--- src/rtl/act_params.svh ---
// Purpose: offsets, field positions, reset values and counts of the conversion trigger block
// Assumes: 32-bit classic Wishbone, byte addresses
// Notes: definitions only
`ifndef ACT_PARAMS_SVH
`define ACT_PARAMS_SVH
// ----------------------------------------
// register offsets
// ----------------------------------------
`define ACT_OFF_CTL0 8'h00
`define ACT_OFF_CTL1 8'h04
`define ACT_OFF_FLAG 8'h08
`define ACT_MEM_REGION 2'h1
// ----------------------------------------
// field positions
// ----------------------------------------
`define ACT_CTL0_SC 0
`define ACT_CTL0_ENC 1
`define ACT_CTL0_ON 4
`define ACT_CTL1_BUSY 0
`define ACT_CTL1_PULSE 3
`define ACT_FLG_DONE 0
`define ACT_FLG_OVF 1
`define ACT_FLG_TOV 2
`define ACT_FLG_HALT 3
// ----------------------------------------
// reset values and counts
// ----------------------------------------
`define ACT_SHT_RST 8'h04
`define ACT_CONV_CYCLES 13
`endif

--- src/rtl/act_pkg.sv ---
// Purpose: types shared by the conversion trigger block
// Assumes: nothing
// Notes: one-hot state codes
package act_pkg;
  typedef enum logic [1:0] {
    ACT_SEQ_SINGLE = 2'h0,
    ACT_SEQ_CHAIN = 2'h1,
    ACT_SEQ_RPT_SINGLE = 2'h2,
    ACT_SEQ_RPT_CHAIN = 2'h3
  } act_seq_mode_t;
  typedef enum logic [2:0] {
    ACT_ST_IDLE = 3'h1,
    ACT_ST_CONV = 3'h2,
    ACT_ST_HALT = 3'h4
  } act_ctl_state_t;
  typedef enum logic [2:0] {
    ACT_E_IDLE = 3'h1,
    ACT_E_SAMPLE = 3'h2,
    ACT_E_CONV = 3'h4
  } act_eng_state_t;

  function automatic logic [31:0] act_merge(input logic [31:0] old_v, input logic [31:0] new_v,
                                            input logic [3:0] sel);
    logic [31:0] r;
    r = old_v;
    for (int i = 0; i < 4; i++)
    begin
      if (sel[i])
      begin
        r[i*8 +: 8] = new_v[i*8 +: 8];
      end
    end
    return r;
  endfunction
endpackage

--- src/rtl/act_conv_if.sv ---
// Purpose: carrier between sequencer and conversion engine
// Assumes: single clock
// Notes: start is a one-cycle pulse
`timescale 1ns/1ps
interface act_conv_if #(parameter int RES_W = 12);
  logic start;
  logic [3:0] chan;
  logic [7:0] sht;
  logic busy;
  logic done;
  logic [RES_W-1:0] result;
  modport ctl (output start, chan, sht, input busy, done, result);
  modport eng (input start, chan, sht, output busy, done, result);
endinterface

--- src/rtl/act_res_mem.sv ---
// Purpose: result memory, one word per channel slot
// Assumes: one write port, one read port
// Notes: read data registered, one cycle behind the address
`timescale 1ns/1ps
module act_res_mem
  import act_pkg::*;
#(
  parameter int W = 12,
  parameter int DEPTH = 16
)
(
  input wire logic clk_i, // clock
  input wire logic rst_i, // sync reset
  input wire logic we_i, // write strobe
  input wire logic [3:0] waddr_i, // write slot
  input wire logic [W-1:0] wdata_i, // write word
  input wire logic [3:0] raddr_i, // read slot
  output logic [W-1:0] rdata_o // registered read word
);
  typedef struct packed {
    logic [DEPTH-1:0][W-1:0] mem;
    logic [W-1:0] rdata;
  } act_mem_st_t;
  act_mem_st_t q, d;

  always_comb
  begin
    d = q;
    if (we_i && 32'(waddr_i) < DEPTH)
    begin
      d.mem[waddr_i] = wdata_i;
    end
    // slots past the depth read as zero
    d.rdata = (32'(raddr_i) < DEPTH) ? q.mem[raddr_i] : '0;
  end

  always_ff @(posedge clk_i)
  begin
    if (rst_i)
    begin
      q <= '0;
    end
    else
    begin
      q <= d;
    end
  end

  assign rdata_o = q.rdata;
endmodule

--- src/rtl/act_conv_eng.sv ---
// Purpose: sample and conversion timing of one conversion
// Assumes: analog result presented on adc_data_i at end of conversion
// Notes: start ignored while busy
`timescale 1ns/1ps
`include "act_params.svh"
module act_conv_eng
  import act_pkg::*;
#(
  parameter int RES_W = 12,
  parameter int CONV_CYCLES = `ACT_CONV_CYCLES
)
(
  input wire logic clk_i, // clock
  input wire logic rst_i, // sync reset
  act_conv_if.eng cv, // sequencer side
  input wire logic [RES_W-1:0] adc_data_i, // converter result
  output logic sample_hold_o // high while sampling
);
  localparam logic [7:0] CONV_M1 = 8'(CONV_CYCLES - 1);
  typedef struct packed {
    act_eng_state_t st;
    logic [7:0] cnt;
    logic done;
    logic [RES_W-1:0] result;
  } act_eng_st_t;
  act_eng_st_t q, d;

  always_comb
  begin
    d = q;
    d.done = 1'b0;
    unique case (q.st)
      ACT_E_IDLE:
      begin
        if (cv.start)
        begin
          d.st = ACT_E_SAMPLE;
          // zero sample time still samples one cycle
          d.cnt = (cv.sht == 8'h00) ? 8'h00 : cv.sht - 8'h01;
        end
      end
      ACT_E_SAMPLE:
      begin
        if (q.cnt == 8'h00)
        begin
          d.st = ACT_E_CONV;
          d.cnt = CONV_M1;
        end
        else
        begin
          d.cnt = q.cnt - 8'h01;
        end
      end
      ACT_E_CONV:
      begin
        if (q.cnt == 8'h00)
        begin
          d.st = ACT_E_IDLE;
          d.done = 1'b1;
          d.result = adc_data_i;
        end
        else
        begin
          d.cnt = q.cnt - 8'h01;
        end
      end
      default:
      begin
        d.st = ACT_E_IDLE;
      end
    endcase
  end

  always_ff @(posedge clk_i)
  begin
    if (rst_i)
    begin
      q <= '0;
      q.st <= ACT_E_IDLE;
    end
    else
    begin
      q <= d;
    end
  end

  assign cv.busy = (q.st != ACT_E_IDLE);
  assign cv.done = q.done;
  assign cv.result = q.result;
  assign sample_hold_o = (q.st == ACT_E_SAMPLE);
endmodule

--- src/rtl/act_trig_ctl.sv ---
// Purpose: trigger arming and sequencing of a 12-bit converter, Wishbone register file
// Assumes: tmr_trig_i is a one-cycle pulse from the on-chip timer
// Notes: AFFECTED selects the faulty-revision behaviour
// Contract
// - affected: any control-0 write that leaves enable set rearms single timer mode
// - otherwise only enable bit rising arms sampling
// - affected: trigger while busy halts multi modes
// - affected: timer overflow flag never reports
//
// The placing of the registers and register access over Wishbone were decided locally.
`timescale 1ns/1ps
`include "act_params.svh"
module act_trig_ctl
  import act_pkg::*;
#(
  parameter bit AFFECTED = 1'b1,
  parameter int RES_W = 12,
  parameter int DEPTH = 16,
  parameter int CONV_CYCLES = `ACT_CONV_CYCLES
)
(
  input wire logic clk_i, // clock, 200 MHz
  input wire logic rst_i, // sync reset, active high
  input wire logic wb_cyc_i, // bus cycle
  input wire logic wb_stb_i, // bus strobe
  input wire logic wb_we_i, // write enable
  input wire logic [7:0] wb_adr_i, // byte address
  input wire logic [3:0] wb_sel_i, // byte lanes
  input wire logic [31:0] wb_dat_i, // write data
  output logic [31:0] wb_dat_o, // read data
  output logic wb_ack_o, // acknowledge
  input wire logic tmr_trig_i, // timer sample trigger
  input wire logic [RES_W-1:0] adc_data_i, // converter result
  output logic [3:0] ch_sel_o, // channel slot
  output logic sample_hold_o, // sampling window
  output logic busy_o // conversion busy
);
  generate
    if (DEPTH < 2 || DEPTH > 16 || RES_W < 1 || RES_W > 16 || CONV_CYCLES < 1 || CONV_CYCLES > 256)
    begin : g_bad
      $error("act_trig_ctl: unsupported parameter value");
    end
  endgenerate

  // ----------------------------------------
  // state
  // ----------------------------------------
  typedef struct packed {
    act_ctl_state_t st;
    logic on;
    logic enc;
    logic [7:0] sht;
    act_seq_mode_t seq;
    logic pulse;
    logic [3:0] end_idx;
    logic [3:0] idx;
    logic armed;
    logic [3:0] flg;
    logic phase;
    logic ack;
    logic [31:0] dat;
  } act_ctl_st_t;
  act_ctl_st_t q, d;

  act_conv_if #(.RES_W(RES_W)) cv ();
  logic [RES_W-1:0] mem_rdata;
  logic mem_we;
  logic bus_req;
  logic bus_go;
  logic wr_ctl0;
  logic wr_ctl1;
  logic wr_flag;
  logic sc;
  logic trig;
  logic last;
  logic [31:0] w0;
  logic [31:0] w1;
  logic [31:0] ctl0_img;
  logic [31:0] ctl1_img;

  act_conv_eng #(.RES_W(RES_W), .CONV_CYCLES(CONV_CYCLES)) u_eng (
    .clk_i(clk_i),
    .rst_i(rst_i),
    .cv(cv.eng),
    .adc_data_i(adc_data_i),
    .sample_hold_o(sample_hold_o)
  );

  act_res_mem #(.W(RES_W), .DEPTH(DEPTH)) u_mem (
    .clk_i(clk_i),
    .rst_i(rst_i),
    .we_i(mem_we),
    .waddr_i(q.idx),
    .wdata_i(cv.result),
    .raddr_i(wb_adr_i[5:2]),
    .rdata_o(mem_rdata)
  );

  assign ctl0_img = {16'h0000, q.sht, 3'h0, q.on, 2'h0, q.enc, 1'b0};
  assign ctl1_img = {20'h00000, q.end_idx, 4'h0, q.pulse, q.seq, busy_o};
  assign bus_req = wb_cyc_i && wb_stb_i && !q.ack;
  assign bus_go = bus_req && q.phase;
  assign wr_ctl0 = bus_go && wb_we_i && wb_adr_i == `ACT_OFF_CTL0;
  assign wr_ctl1 = bus_go && wb_we_i && wb_adr_i == `ACT_OFF_CTL1;
  assign wr_flag = bus_go && wb_we_i && wb_adr_i == `ACT_OFF_FLAG;
  assign w0 = act_merge(ctl0_img, wb_dat_i, wb_sel_i);
  assign w1 = act_merge(ctl1_img, wb_dat_i, wb_sel_i);
  // start bit is a strobe, it never stores
  assign sc = wr_ctl0 && wb_sel_i[0] && wb_dat_i[`ACT_CTL0_SC];
  assign trig = q.pulse ? tmr_trig_i : sc;
  assign last = (q.idx == q.end_idx);
  assign mem_we = cv.done && q.st == ACT_ST_CONV;
  assign cv.chan = q.idx;
  assign cv.sht = q.sht;

  always_comb
  begin
    d = q;
    d.ack = 1'b0;
    cv.start = 1'b0;
    // ----------------------------------------
    // bus slave: ack two edges after the request
    // ----------------------------------------
    if (bus_req)
    begin
      d.phase = !q.phase;
    end
    if (bus_go)
    begin
      d.ack = 1'b1;
      if (wb_adr_i[7:6] == `ACT_MEM_REGION)
      begin
        d.dat = 32'(mem_rdata);
      end
      else if (wb_adr_i == `ACT_OFF_CTL0)
      begin
        d.dat = ctl0_img;
      end
      else if (wb_adr_i == `ACT_OFF_CTL1)
      begin
        d.dat = ctl1_img;
      end
      else if (wb_adr_i == `ACT_OFF_FLAG)
      begin
        d.dat = {28'h0000000, q.flg};
      end
      else
      begin
        d.dat = 32'h00000000;
      end
    end
    if (wr_ctl0)
    begin
      d.enc = w0[`ACT_CTL0_ENC];
      d.on = w0[`ACT_CTL0_ON];
      d.sht = w0[15:8];
      if (!q.enc && d.enc)
      begin
        d.armed = 1'b1;
        d.idx = 4'h0;
      end
      else if (AFFECTED && d.enc && q.pulse && q.seq == ACT_SEQ_SINGLE)
      begin
        d.armed = 1'b1;
      end
      if (!d.enc)
      begin
        d.armed = 1'b0;
      end
    end
    // mode fields are locked while conversions are enabled
    if (wr_ctl1 && !q.enc)
    begin
      d.seq = act_seq_mode_t'(w1[2:1]);
      d.pulse = w1[`ACT_CTL1_PULSE];
      d.end_idx = w1[11:8];
    end
    // write one to clear; hardware sets below win
    if (wr_flag && wb_sel_i[0])
    begin
      d.flg = q.flg & ~wb_dat_i[3:0];
    end
    // ----------------------------------------
    // sequencer
    // ----------------------------------------
    unique case (q.st)
      ACT_ST_IDLE:
      begin
        if (trig && q.on && q.enc && q.armed && !cv.busy)
        begin
          cv.start = 1'b1;
          d.st = ACT_ST_CONV;
        end
      end
      ACT_ST_CONV:
      begin
        if (!q.on)
        begin
          d.st = ACT_ST_IDLE;
        end
        else if (trig && AFFECTED && q.seq != ACT_SEQ_SINGLE)
        begin
          d.st = ACT_ST_HALT;
          d.flg[`ACT_FLG_HALT] = 1'b1;
        end
        else
        begin
          if (trig)
          begin
            d.flg[`ACT_FLG_OVF] = 1'b1;
            d.flg[`ACT_FLG_TOV] = !AFFECTED;
          end
          if (cv.done)
          begin
            d.st = ACT_ST_IDLE;
            d.flg[`ACT_FLG_DONE] = 1'b1;
            unique case (q.seq)
              ACT_SEQ_SINGLE: d.armed = 1'b0;
              ACT_SEQ_RPT_SINGLE: d.armed = 1'b1;
              ACT_SEQ_CHAIN:
              begin
                d.idx = last ? 4'h0 : q.idx + 4'h1;
                d.armed = !last;
              end
              ACT_SEQ_RPT_CHAIN: d.idx = last ? 4'h0 : q.idx + 4'h1;
            endcase
          end
        end
      end
      ACT_ST_HALT:
      begin
        // only a full switch-off releases the halt
        if (!q.on && !q.enc)
        begin
          d.st = ACT_ST_IDLE;
          d.armed = 1'b0;
        end
      end
      default:
      begin
        d.st = ACT_ST_IDLE;
      end
    endcase
  end

  always_ff @(posedge clk_i)
  begin
    if (rst_i)
    begin
      q <= '0;
      q.st <= ACT_ST_IDLE;
      q.sht <= `ACT_SHT_RST;
    end
    else
    begin
      q <= d;
    end
  end

  assign wb_dat_o = q.dat;
  assign wb_ack_o = q.ack;
  assign ch_sel_o = q.idx;
  // readable at any time, no side effect, for polling
  assign busy_o = (q.st == ACT_ST_CONV);
endmodule

--- config.mk ---
export PLATFORM = sky130hd
export DESIGN_NAME = act_trig_ctl
export DESIGN_NICKNAME = d
export VERILOG_FILES = /design/src/rtl/act_pkg.sv /design/src/rtl/act_conv_if.sv /design/src/rtl/act_res_mem.sv /design/src/rtl/act_conv_eng.sv /design/src/rtl/act_trig_ctl.sv
export VERILOG_INCLUDE_DIRS = /design/src /design/src/rtl
export SDC_FILE = /design/constraint.sdc
export NUM_CORES = 1
export LEC_CHECK = 0
export ABC_AREA = 1
export BUFFER_PORTS_ARGS = -buffer_cell sky130_fd_sc_hd__buf_2
export CAP_MARGIN = 30
export CELL_PAD_IN_SITES_DETAIL_PLACEMENT = 0
export CELL_PAD_IN_SITES_GLOBAL_PLACEMENT = 1
export CORE_ASPECT_RATIO = 0.5
export CORE_MARGIN = 3
export CORE_UTILIZATION = 47
export CTS_CLUSTER_DIAMETER = 60
export DETAILED_ROUTE_END_ITERATION = 7
export MAX_ROUTING_LAYER = met4
export PLACE_DENSITY = 0.82
export SYNTH_ARGS = -nofsm -noshare
export SYNTH_HDL_FRONTEND = slang
export SYNTH_HIERARCHICAL = 1
export SYNTH_SLANG_ARGS = --single-unit
--- constraint.sdc ---
create_clock -name clk_i -period 6.1 [get_ports clk_i]
set_input_delay 0.915 -clock clk_i [delete_from_list [all_inputs] [get_ports clk_i]]
set_output_delay 0.915 -clock clk_i [all_outputs]
set_load 0.1 [all_outputs]
==> results.json <==
{
  "r2r-end": "u_mem/q[169]",
  "cts_buffers": 26,
  "r2r-start": "q[61]",
  "wl_per_cell_um": 16.5,
  "syn_inst": 1921,
  "first_iter_violations": 1063,
  "final_util_pct": 51.7,
  "min_period_over_period_pct": 49.4,
  "rsz0062_at_grt": "false",
  "synth_edf_count": 0,
  "dpl.hpwl_mm": 23.8,
  "ctsResizeCount": 0,
  "clkLatencyLatePin_ps": 540,
  "port_buffers": 63,
  "vias_per_cell": 5.35,
  "max-clock-path-buffers": 3,
  "synth_top_area_share_pct": 40.9,
  "grt_pass1_vias": 11400,
  "hold_viol": 0,
  "status": "finished clean",
  "via_count": 12100,
  "clock-root-buffer": "clkbuf_16",
  "r2r_cells": 9,
  "path_clk_slew_ps": 70,
  "dieArea_um2": 30800,
  "tritoncts": "yes",
  "slew_headroom_pct": 29.0,
  "fin_area_um2": 14400,
  "synthTopCellsByCount": "309 x nand2_1, 282 x inv_1, 275 x dfxtp_1, 275 x nor2_1, 218 x nand3_1",
  "fin_crit_ps": 3010,
  "fin_nets": 1921,
  "grt.overflow.total": 0,
  "max_cap_viol_count": 0,
  "yosysTopAreaCell": "dfxtp_1",
  "drtAntennaViolNets": 0,
  "grt_pass1_wl_mm": 59.3,
  "routed_wirelength_mm": 37.2,
  "setup_viol": 0,
  "antennaDiodeCount": 0,
  "wl_met3_mm": 2.74,
  "path_max_fanout": 24,
  "end_kind": "flop",
  "met1_length_mm": 17.7,
  "cts_sinks": 275,
  "peakVddDrop_mv": 0.180,
  "htree_levels": 1,
  "leakagePower_nw": 6.36,
  "area_growth_pct": 7.14,
  "highest_layer": "met4",
  "place.gp.congestion": 0.896,
  "cp.required_ps": 6460,
  "synth-seq-cells": 275,
  "synth_ff_type": "dfxtp_1",
  "drive_above_1_share_pct": 8.65,
  "drc": 0,
  "die_height_um": 126,
  "synth.cell_area_um2": 13500,
  "hold_class": "reg2reg",
  "min_path_cells": 2,
  "post_dp_cell_area_um2": 13500,
  "ys_warn_count": 6,
  "antenna_found_initial": 0,
  "cp.arrival_ps": 3370,
  "max_freq_mhz": 332,
  "fillers": 2699,
  "min_from": "q[36]",
  "crit_type": "reg2reg",
  "skew_ps": 12.4,
  "seqCellArea_um2": 5510,
  "grt_start_max_net_pins": 100,
  "yosysSeqAreaShare_pct": 40.9,
  "initial_utilization_pct": 48.2,
  "hold_buffers": 0,
  "synthTopCellsByArea": "dfxtp_1 41%, a211oi_1 10%, nand2_1 8.6%",
  "wl_met2_mm": 15.9,
  "power_density_nw_per_um2": 277,
  "reg2reg_setup_slack_ps": 3090,
  "cp-start-kind": "flop",
  "fin_setup_tns_ps": 0,
  "yosysMostFrequentCell": "nand2_1",
  "syn_avg_cell_area_um2": 7.01,
  "drt-pass1-iter-count": 8,
  "io_pins": 101,
  "report.final.slew_viol_count": 0,
  "grt_usage_pct": 24.3,
  "yosysUniqueCellTypes": 45,
  "core_um2": 27900,
  "postCtsSetupBuffers": 0,
  "min_to": "q[36]",
  "async_flop_share_pct": 0,
  "row_count": 43,
  "multi_input_area_um2": 5920,
  "worst_pin_slew_ps": 1060,
  "whs_ps": 445,
  "fp.dieW_um": 245
}
==> routing by layer <==
layer	global-route usage (%)	vias up
li1	-	5982
met3	4.89	76
met5	-	-
met4	7.04	0
met2	36.6	380
met1	33.1	5619
==> cell type report <==
class,count,area share (%)
inverters,288,7.51
repair buffers,79,3.37
flip-flops and latches,275,38.2
multi-input cells,1184,41.0
well taps,382,3.31
clock inverters,10,1.08
clock buffers,37,5.50
==> worst max-delay path, cell delays in order, from the launching register on <==
cell and delay (ps):
dfxtp_1 330, inv_1 80, nor3_4 230, inv_1 170
nor2_1 760, nand3_1 280, nor2_1 160, inv_1 460
nor2_1 270, a211oi_1 80
==> logic make-up after synthesis <==
kind of cell / count (synthesis) / synth area share (%)
AOI/OAI and AO/OA: 312 / 15.7
xor gates and xnor gates: 5 / 0.325
adders and majority gates: 5 / 0.465
buffers and inverters: 477 / 15.5
DFF: 275 / 40.9
other: 1 / 0.0279
and+or+nand+nor: 846 / 27.1
==> power breakdown <==
part / switching (mW) / internal, mW
Combinational: 0.273 / 0.102
Clock: 0.713 / 1.07
Sequential: 0.0144 / 1.81
Total: 1.00 / 2.99
==> worst max-delay path by stage <==
| stage | from | to | slack (ps) | cells past startpoint |
|---|---|---|---|---|
| final | q[61] | u_mem/q[169] | 3090 | 9 |
| after global routing | q[61] | u_mem/q[195] | 2840 | 9 |
| after CTS | q[61] | u_mem/q[12] | 3100 | 7 |
| after detailed placement | wb_adr_i[5] | u_eng/q[17] | 2590 | 16 |
| after global placement | wb_adr_i[5] | u_eng/q[17] | 2570 | 16 |
| after floorplan | wb_adr_i[1] | u_eng/q[14] | 3510 | 16 |
==> flip-flops by register name, indices dropped and copies added (netlist names), 2 cells and up <==
name / cells
cv.sht: 8
u_mem/rdata_o: 12
u_eng/q: 11
q: 9
u_eng/cv.result: 12
u_mem/q: 192
ctl0_img: 2
ctl1_img: 7
wb_dat_o: 16
ch_sel_o: 4
==> per-stage QoR <==
step | total power [mW] | worst slack (ps) | cells
after CTS | 4.02 | 3100 | 2254
after detailed placement | 2.24 | 2590 | 2207
after floorplan | 2.17 | 3510 | 1936
after global routing | 4.13 | 2840 | 2255
final | 3.99 | 3090 | 2255
after global placement | 2.23 | 2570 | 2204
==> layout by cell type, fill, tap and decap left out, drive strengths merged, types with 2 or more instances in the layout <==
master,n
clkbuf,37
bufinv,4
conb,16
a21oi,63
xor2,4
o211ai,6
a211oi,193
nand4,12
nand3,222
nand2,313
dfxtp,275
ha,5
nor2,288
buf,79
inv,288
clkinv,5
nor3,7
o21ai,45
o31ai,2
Power figures use the tool's default switching activity.
